`config.mk`:
```
export PLATFORM = sky130hd
export DESIGN_NAME = plcr_config_bank
export DESIGN_NICKNAME = d
export VERILOG_FILES = /design/src/plcr_pkg.sv /design/src/plcr_lock_detect.sv /design/src/plcr_config_bank.sv
export VERILOG_INCLUDE_DIRS = /design/src
export SDC_FILE = /design/constraint.sdc
export NUM_CORES = 1
export LEC_CHECK = 0
export ABC_AREA = 1
export BUFFER_PORTS_ARGS = -buffer_cell sky130_fd_sc_hd__buf_2
export CAP_MARGIN = 10
export CORE_MARGIN = 1
export CORE_UTILIZATION = 45
export CTS_BUF_LIST = sky130_fd_sc_hd__clkbuf_16
export CTS_CLUSTER_DIAMETER = 60
export DETAILED_ROUTE_END_ITERATION = 8
export PLACE_DENSITY = 0.72
export SYNTH_ARGS = -nofsm -noshare
export SYNTH_HDL_FRONTEND = slang
export SYNTH_HIERARCHICAL = 1
export SYNTH_SLANG_ARGS = --single-unit
```
`constraint.sdc`:
```
create_clock -name clk -period 4.2 [get_ports clk]
set_clock_uncertainty 0.1 [all_clocks]
set_input_delay 0.63 -clock clk [delete_from_list [all_inputs] [get_ports clk]]
set_output_delay 0.63 -clock clk [all_outputs]
set_load 0.01 [all_outputs]
```
`src/plcr_map.svh`:
```
// register offsets, field positions, reset values and counts for the pll config bank
`ifndef PLCR_MAP_SVH
`define PLCR_MAP_SVH
`define PLCR_ADDR_W 5
`define PLCR_DATA_W 24
`define PLCR_OFS_LOCK 5'h07
`define PLCR_OFS_ANALOG 5'h08
`define PLCR_OFS_PUMP 5'h09
`define PLCR_RST_LOCK 24'h200844
`define PLCR_RST_ANALOG 24'h01bfff
`define PLCR_RST_PUMP 24'h547264
`define PLCR_LK_WIN_LSB 0
`define PLCR_LK_WIN_MSB 2
`define PLCR_LK_EN_BIT 11
`define PLCR_LK_TRAIN_BIT 20
`define PLCR_LK_SLIP_BIT 21
`define PLCR_AN_PIN_EN_BIT 5
`define PLCR_AN_BIAS_BIT 10
`define PLCR_AN_HFREF_BIT 21
`define PLCR_AN_LEVEL_BIT 22
`define PLCR_CP_DN_LSB 0
`define PLCR_CP_DN_MSB 6
`define PLCR_CP_UP_LSB 7
`define PLCR_CP_UP_MSB 13
`define PLCR_CP_OFS_LSB 14
`define PLCR_CP_OFS_MSB 20
`define PLCR_CP_OFS_UP_BIT 21
`define PLCR_CP_OFS_DN_BIT 22
`define PLCR_CP_HIGAIN_BIT 23
`define PLCR_CNT_W 17
`define PLCR_WIN_0 17'd5
`define PLCR_WIN_1 17'd32
`define PLCR_WIN_2 17'd96
`define PLCR_WIN_3 17'd256
`define PLCR_WIN_4 17'd512
`define PLCR_WIN_5 17'd2048
`define PLCR_WIN_6 17'd8192
`define PLCR_WIN_7 17'd65535
`define PLCR_CHIP_ADDR_W 3
`endif

```
`src/plcr_pkg.sv`:
```
// types shared by the pll config bank
`include "plcr_map.svh"
package plcr_pkg;
   typedef logic [`PLCR_DATA_W-1:0] plcr_word_t;
   typedef logic [`PLCR_ADDR_W-1:0] plcr_addr_t;
   typedef logic [`PLCR_CNT_W-1:0] plcr_cnt_t;
   typedef enum logic [1:0]
   {
      PLCR_LK_OFF = 2'b00,
      PLCR_LK_TRAIN = 2'b01,
      PLCR_LK_SEEK = 2'b10,
      PLCR_LK_HELD = 2'b11
   } plcr_lock_state_e;
endpackage

```
`src/plcr_lock_detect.sv`:
```
// lock detector: counts consecutive in-window compares to declare lock
`timescale 1ns/1ps
`include "plcr_map.svh"
module plcr_lock_detect
(
   input wire logic clk,
   input wire logic rstn,
   input wire logic enable,
   input wire logic train_start,
   input wire logic [2:0] win_sel,
   input wire logic compare_valid,
   input wire logic compare_in_window,
   output logic lock_indicator,
   output logic training
);
   import plcr_pkg::*;

   plcr_lock_state_e state;
   plcr_lock_state_e next_state;
   plcr_cnt_t count;
   plcr_cnt_t next_count;
   logic next_lock;

   function automatic plcr_cnt_t win_target(input logic [2:0] sel);
      case (sel)
         3'h0: win_target = `PLCR_WIN_0;
         3'h1: win_target = `PLCR_WIN_1;
         3'h2: win_target = `PLCR_WIN_2;
         3'h3: win_target = `PLCR_WIN_3;
         3'h4: win_target = `PLCR_WIN_4;
         3'h5: win_target = `PLCR_WIN_5;
         3'h6: win_target = `PLCR_WIN_6;
         default: win_target = `PLCR_WIN_7;
      endcase
   endfunction

   always_comb
   begin
      next_state = state;
      next_count = count;
      next_lock = lock_indicator;
      case (state)
         PLCR_LK_OFF:
         begin
            next_lock = 1'b0;
            next_count = '0;
            if (enable)
               next_state = PLCR_LK_SEEK;
         end
         PLCR_LK_TRAIN:
         begin
            // training is a single settle cycle; it restarts the count
            next_lock = 1'b0;
            next_count = '0;
            next_state = PLCR_LK_SEEK;
         end
         PLCR_LK_SEEK:
         begin
            if (compare_valid)
            begin
               if (!compare_in_window)
                  next_count = '0;
               else if (count + 17'd1 >= win_target(win_sel))
               begin
                  next_lock = 1'b1;
                  next_state = PLCR_LK_HELD;
               end
               else
                  next_count = count + 17'd1;
            end
         end
         default:
         begin
            if (compare_valid && !compare_in_window)
            begin
               next_lock = 1'b0;
               next_count = '0;
               next_state = PLCR_LK_SEEK;
            end
         end
      endcase
      if (!enable)
      begin
         next_state = PLCR_LK_OFF;
         next_lock = 1'b0;
         next_count = '0;
      end
      else if (train_start)
      begin
         next_state = PLCR_LK_TRAIN;
         next_lock = 1'b0;
         next_count = '0;
      end
   end

   always_ff @(posedge clk or negedge rstn)
   begin
      if (!rstn)
      begin
         state <= PLCR_LK_OFF;
         count <= '0;
         lock_indicator <= 1'b0;
      end
      else
      begin
         state <= next_state;
         count <= next_count;
         lock_indicator <= next_lock;
      end
   end

   assign training = (state == PLCR_LK_TRAIN);
endmodule

```
`src/plcr_config_bank.sv`:
```
// lock detect, analog enable and charge pump configuration registers
// Contract
// - lock after 5..65535 consecutive in-window counts, set by 3-bit select
// - lock detect enable bit turns detection off or on; resets set
// - training starts only on a zero-to-one change of the training bit
// - slip guard adds about 6 mA pump gain for large phase error
// - cleared pin enable disables the shared lock/serial output pin
// - pin enable with pin-mode bit set drives the shared pin always
// - pin enable, pin-mode clear: release pin when chip address nonzero
// - bias enable bit switches external VCO buffer/prescaler bias
// - level select picks 1.8 V or 3 V supply level for pin
// - 7-bit down current, 20 uA per step, resets to 100
// - 7-bit up current, 20 uA per step, resets to 100
// - 7-bit offset magnitude, 5 uA per step, resets to 81
// - upward offset enable applies offset upward; resets cleared
// - downward offset enable applies offset downward; resets set
// - high-gain mode adds 3 mA pump current
// - registers reset to their documented defaults, reserved bits included
// - writes take effect on rising edge of serial load strobe
`timescale 1ns/1ps
`include "plcr_map.svh"
module plcr_config_bank
(
   input wire logic clk,
   input wire logic rstn,
   input wire logic serial_load_strobe,
   input wire plcr_pkg::plcr_addr_t load_addr,
   input wire plcr_pkg::plcr_word_t load_data,
   input wire plcr_pkg::plcr_addr_t read_addr,
   output plcr_pkg::plcr_word_t read_data,
   input wire logic pin_always_drive,
   input wire logic [`PLCR_CHIP_ADDR_W-1:0] chip_addr,
   input wire logic serial_out_data,
   input wire logic compare_valid,
   input wire logic compare_in_window,
   input wire logic phase_error_large,
   output logic lock_indicator,
   output logic lock_training,
   output logic lock_serial_out_pin,
   output logic lock_serial_out_oe_n,
   output logic digital_3v_supply_level,
   output logic ext_vco_bias_enable,
   output logic high_freq_reference,
   output logic [6:0] pump_dn_code,
   output logic [6:0] pump_up_code,
   output logic [6:0] pump_offset_code,
   output logic pump_offset_up,
   output logic pump_offset_down,
   output logic high_gain_pump_mode,
   output logic cycle_slip_boost
);
   import plcr_pkg::*;

   plcr_word_t lock_detect_config;
   plcr_word_t analog_enable_config;
   plcr_word_t pump_current_config;
   plcr_word_t next_lock_detect_config;
   plcr_word_t next_analog_enable_config;
   plcr_word_t next_pump_current_config;
   logic strobe_q;
   logic next_strobe_q;
   logic load_edge;
   logic train_pulse;
   logic next_train_pulse;
   logic next_pin;
   logic next_oe_n;
   logic next_boost;
   logic pin_drive;

   // the serial strobe is taken as synchronous; its rising edge commits the
   // word, so a held-high strobe cannot write twice
   assign load_edge = serial_load_strobe && !strobe_q;

   always_comb
   begin
      next_strobe_q = serial_load_strobe;
      next_lock_detect_config = lock_detect_config;
      next_analog_enable_config = analog_enable_config;
      next_pump_current_config = pump_current_config;
      next_train_pulse = 1'b0;
      if (load_edge)
      begin
         // whole word is stored, reserved bits too, so they read back
         if (load_addr == `PLCR_OFS_LOCK)
         begin
            next_lock_detect_config = load_data;
            // only a zero-to-one change starts training
            next_train_pulse = load_data[`PLCR_LK_TRAIN_BIT]
               && !lock_detect_config[`PLCR_LK_TRAIN_BIT];
         end
         else if (load_addr == `PLCR_OFS_ANALOG)
            next_analog_enable_config = load_data;
         else if (load_addr == `PLCR_OFS_PUMP)
            next_pump_current_config = load_data;
      end
   end

   always_ff @(posedge clk or negedge rstn)
   begin
      if (!rstn)
      begin
         strobe_q <= 1'b0;
         lock_detect_config <= `PLCR_RST_LOCK;
         analog_enable_config <= `PLCR_RST_ANALOG;
         pump_current_config <= `PLCR_RST_PUMP;
         train_pulse <= 1'b0;
      end
      else
      begin
         strobe_q <= next_strobe_q;
         lock_detect_config <= next_lock_detect_config;
         analog_enable_config <= next_analog_enable_config;
         pump_current_config <= next_pump_current_config;
         train_pulse <= next_train_pulse;
      end
   end

   always_comb
   begin
      if (read_addr == `PLCR_OFS_LOCK)
         read_data = lock_detect_config;
      else if (read_addr == `PLCR_OFS_ANALOG)
         read_data = analog_enable_config;
      else if (read_addr == `PLCR_OFS_PUMP)
         read_data = pump_current_config;
      else
         read_data = '0;
   end

   plcr_lock_detect u_lock
   (
      .clk(clk),
      .rstn(rstn),
      .enable(lock_detect_config[`PLCR_LK_EN_BIT]),
      .train_start(train_pulse),
      .win_sel(lock_detect_config[`PLCR_LK_WIN_MSB:`PLCR_LK_WIN_LSB]),
      .compare_valid(compare_valid),
      .compare_in_window(compare_in_window),
      .lock_indicator(lock_indicator),
      .training(lock_training)
   );

   // shared pin: in bus-share mode only chip address zero may talk
   always_comb
   begin
      if (!analog_enable_config[`PLCR_AN_PIN_EN_BIT])
         pin_drive = 1'b0;
      else if (pin_always_drive)
         pin_drive = 1'b1;
      else
         pin_drive = (chip_addr == 3'h0);
      next_oe_n = !pin_drive;
      next_pin = pin_drive ? serial_out_data : 1'b0;
      // boost is registered: it follows the large-error flag one cycle later while the slip bit is set
      next_boost = lock_detect_config[`PLCR_LK_SLIP_BIT]
         && phase_error_large;
   end

   always_ff @(posedge clk or negedge rstn)
   begin
      if (!rstn)
      begin
         lock_serial_out_pin <= 1'b0;
         lock_serial_out_oe_n <= 1'b1;
         cycle_slip_boost <= 1'b0;
      end
      else
      begin
         lock_serial_out_pin <= next_pin;
         lock_serial_out_oe_n <= next_oe_n;
         cycle_slip_boost <= next_boost;
      end
   end

   // analog controls come straight from the stored fields
   assign digital_3v_supply_level =
      analog_enable_config[`PLCR_AN_LEVEL_BIT];
   assign ext_vco_bias_enable = analog_enable_config[`PLCR_AN_BIAS_BIT];
   assign high_freq_reference = analog_enable_config[`PLCR_AN_HFREF_BIT];
   assign pump_dn_code =
      pump_current_config[`PLCR_CP_DN_MSB:`PLCR_CP_DN_LSB];
   assign pump_up_code =
      pump_current_config[`PLCR_CP_UP_MSB:`PLCR_CP_UP_LSB];
   assign pump_offset_code =
      pump_current_config[`PLCR_CP_OFS_MSB:`PLCR_CP_OFS_LSB];
   assign pump_offset_up = pump_current_config[`PLCR_CP_OFS_UP_BIT];
   assign pump_offset_down = pump_current_config[`PLCR_CP_OFS_DN_BIT];
   assign high_gain_pump_mode =
      pump_current_config[`PLCR_CP_HIGAIN_BIT];
endmodule

```
==> impl_results.md <==
- Core Rows: 40
- WL final: 13.5 mm
- Fill count: 1150
- Antenna diodes: 0
- TritonCTS Buffers: 9
- Fraction of registers with async set/reset: 1.00
- Most frequent cells after synthesis: nand2_1 (231), inv_1 (79), dfrtp_1 (66), nand3_1 (52), nand4_1 (51)
- DRC violations left: 0
- Post-route minimum period: 3.35 ns
- Hold Fails Final Rpt: 0
- Vias in the first global route: 4456
- Arr. time, crit path: 3.48 ns
- Syn nets: 771
- Die width: 113 um
- CP Max Fanout: 18
- Worst R2R Setup Slack: 0.85 ns
- H-tree depth: 3
- Layout cells sized above 1: 0.250
- CP most frequent cell: nand2_1
- Largest net degree at the start of global routing: 39
- Relative slew slack: 0.359
- Number of flops mapped to enable cells by yosys: 0
- Initial Util: 0.463
- Hold crit path type: primary input to async pin
- Leak pwr: 3.43 nW
- Top-count cell post-synth: nand2_1
- Worst-Skew Late Latency: 0.35 ns
- Initial DRC Count: 398
- Slowest-stage cell, CP: dfrtp_1
- Tcrit/Tclk final: 0.797
- Pwr/cell area: 358 nW/um2
- Worst-path cell chain: ha_1, nand3_2, nor3_1, nand3_1, xor2_1, inv_1, ha_1, nand2_1, inv_1, nand2_1, nor2_1, a21oi_1, nand2_1, nand2_1, nand2_1, nand2_1, nand2_2, nand3_4, nand2_4, nand2_1, nand2_1
- YS warnings: 6
- Sw frac: 0.280
- Post-synthesis cell area: 5560 um2
- Storage cell area: 2470 um2
- Drt wl/cell: 14.3 um
- Fmax: 299 MHz
- Area of the multi-input gates: 2600 um2
- CTS sink cnt: 97
- Clock Power Share: 0.365
- CTS tree: done
- Port bufs: 100
- Max Root-Sink Buffers: 2
- Final setup TNS: 0 ns
- Status: finished clean
- Crit path kind: register to register
- CORE AREA: 12000 um2
- Via density: 5.29
- RSZ-0062 raised after global routing: no
- Sequential share of power: 0.491
- Total die area: 12800 um2
- Least-Margin Pin Slew: 0.955 ns
- Share of the synthesized area in the top cell type: 0.297
- Hpwl dp: 9.21 mm
- Maxcap violations: 0
- GRT Overall Usage: 0.218
- Slowest stage delay, CP: 0.43 ns
- Post-synthesis sequential area ratio: 0.444
- Setup-failing EPs final: 0
- CP endpoint: u_lock/count[3]
- CP Launch Type: register
- Antenna Nets Post-Route: 0
- Placed Cells: 930
- NetSw: 0.641 mW
- Worst IR drop on VDD: 0.219 mV
- Area grow syn2layout: 15.3%
- Clock transition at path regs: 0.07 ns
- First-pass GRT wire length: 22.0 mm
- Gate power share: 0.144
- GRT overflow: 0
- Post-CTS sizing: 0
- Finished Layout Cells: 946
- Setup crit end kind: register
- Drt pass-1 iters: 5
- # IOs: 101
- Die Span Y: 113 um
- Post-Synthesis Cells: 709
- Hold-fix buffers, CTS: 0
- Synth area leaders: dfrtp_1 (30%), nand2_1 (16%), dfstp_2 (15%)
- Vias: 5000
- Antenna violations before repair: 1
- Final net count: 856
- Internal power of the cells: 1.65 mW
- CP Launch Point: u_lock/count[0]
- Flops & latches, synth: 97
- Worst flop-to-flop path endpoint: u_lock/count[3]
- Gpl congestion: 0.878
- Dominant synthesized flop cell: dfrtp_1
- Cells on worst reg2reg path: 21
- Distinct cells, synth: 38
- Synth area leader: dfrtp_1
- Clock root cell: clkbuf_16
- Avg Inst Size Synth: 7.84 um2
- Final slew viol count: 0
- FF-to-FF Start: u_lock/count[0]
- Worst endpoint required time: 4.33 ns
- Post-CTS setup buffer count: 0
power by group through the flow:
stage	clock, mW	sequential (mW)	combinational (mW)
2_1_floorplan	0	1.14	0.190
3_3_place_gp	0	1.14	0.327
3_5_place_dp	0	1.14	0.333
4_1_cts	0.851	1.12	0.334
5_1_grt	0.892	1.14	0.376
6_report	0.837	1.13	0.331
stage by stage:
stage | worst slack, ns | area (um2) | utilization | power (mW) | hold slack [ns]
finish | 0.855 | 6410 | 0.534 | 2.29 | 0.108
global placement | 0.959 | 6110 | 0.509 | 1.47 | 0.350
global route | 0.516 | 6410 | 0.534 | 2.41 | 0.125
floorplan | 1.26 | 5560 | - | 1.33 | 0.234
CTS | 0.847 | 6410 | 0.534 | 2.31 | 0.121
detailed placement | 0.888 | 6110 | 0.509 | 1.47 | 0.352
cells in the final DEF (no fill, tap or decap), types with 9 or more instances in the layout:
cell       instances
nand2_1          231
buf_2             99
inv_1             79
dfrtp_1           66
nand4_1           51
nand3_1           51
nor2_1            32
dfstp_2           31
o21ai_1           21
o21ai_0           20
ha_1              17
nand2_2           12
o21ai_2            9
clkbuf_16          9
per-layer routing:
metal,track usage,routed length (um)
met1,0.309,6310
met2,0.337,6310
met3,0.0370,750
met5,0,8
met4,0.0728,162
area by class of cell:
| type | instances | area share |
|---|---|---|
| well taps | 147 | 0.0287 |
| multi-input cells | 498 | 0.406 |
| flip-flops and latches | 97 | 0.385 |
| repair buffers | 107 | 0.0867 |
| inverters | 81 | 0.0474 |
| clock buffers | 9 | 0.0351 |
| clock inverters | 7 | 0.0117 |
cells by family (layout without fill, tap and decap cells):
| family | after synthesis | count (layout) | synth area share |
|---|---|---|---|
| flip-flops | 97 | 97 | 0.444 |
| AO/OA/AOI/OAI | 61 | 61 | 0.0635 |
| AND/OR/NAND/NOR | 410 | 410 | 0.349 |
| XOR/XNOR | 10 | 10 | 0.0158 |
| buffers and inverters | 114 | 204 | 0.0900 |
| adder cells (fa/ha/maj) | 17 | 17 | 0.0383 |
state kept, by name, indices dropped and copies added (netlist names):
name	cells
u_lock/state	2
u_lock/lock_indicator	1
cycle_slip_boost	1
lock_serial_out_pin	1
pump_current_config	24
lock_serial_out_oe_n	1
analog_enable_config	24
lock_detect_config	24
u_lock/count	17
strobe_q	1
train_pulse	1
how the worst min path moves through the flow:
stage | from | end | slack, ns | depth (start not counted)
after floorplan | rstn | analog_enable_config[14] | 0.23 | 0
after global placement | analog_enable_config[13] | analog_enable_config[13] | 0.35 | 2
after detailed placement | analog_enable_config[6] | analog_enable_config[6] | 0.35 | 2
after CTS | rstn | lock_detect_config[10] | 0.12 | 1
after global routing | rstn | lock_detect_config[8] | 0.13 | 1
final | rstn | lock_detect_config[8] | 0.11 | 1
worst max-delay path, delay by kind of cell, from the launching register on:
family / cells / cell delay (ns)
adders and majority gates: 2 / 0.54
buffers and inverters: 2 / 0.12
DFF: 1 / 0.43
xor gates and xnor gates: 1 / 0.18
AOI/OAI and AO/OA: 1 / 0.11
and+or+nand+nor: 15 / 1.76
No activity file was read; power rests on OpenSTA's default activity.
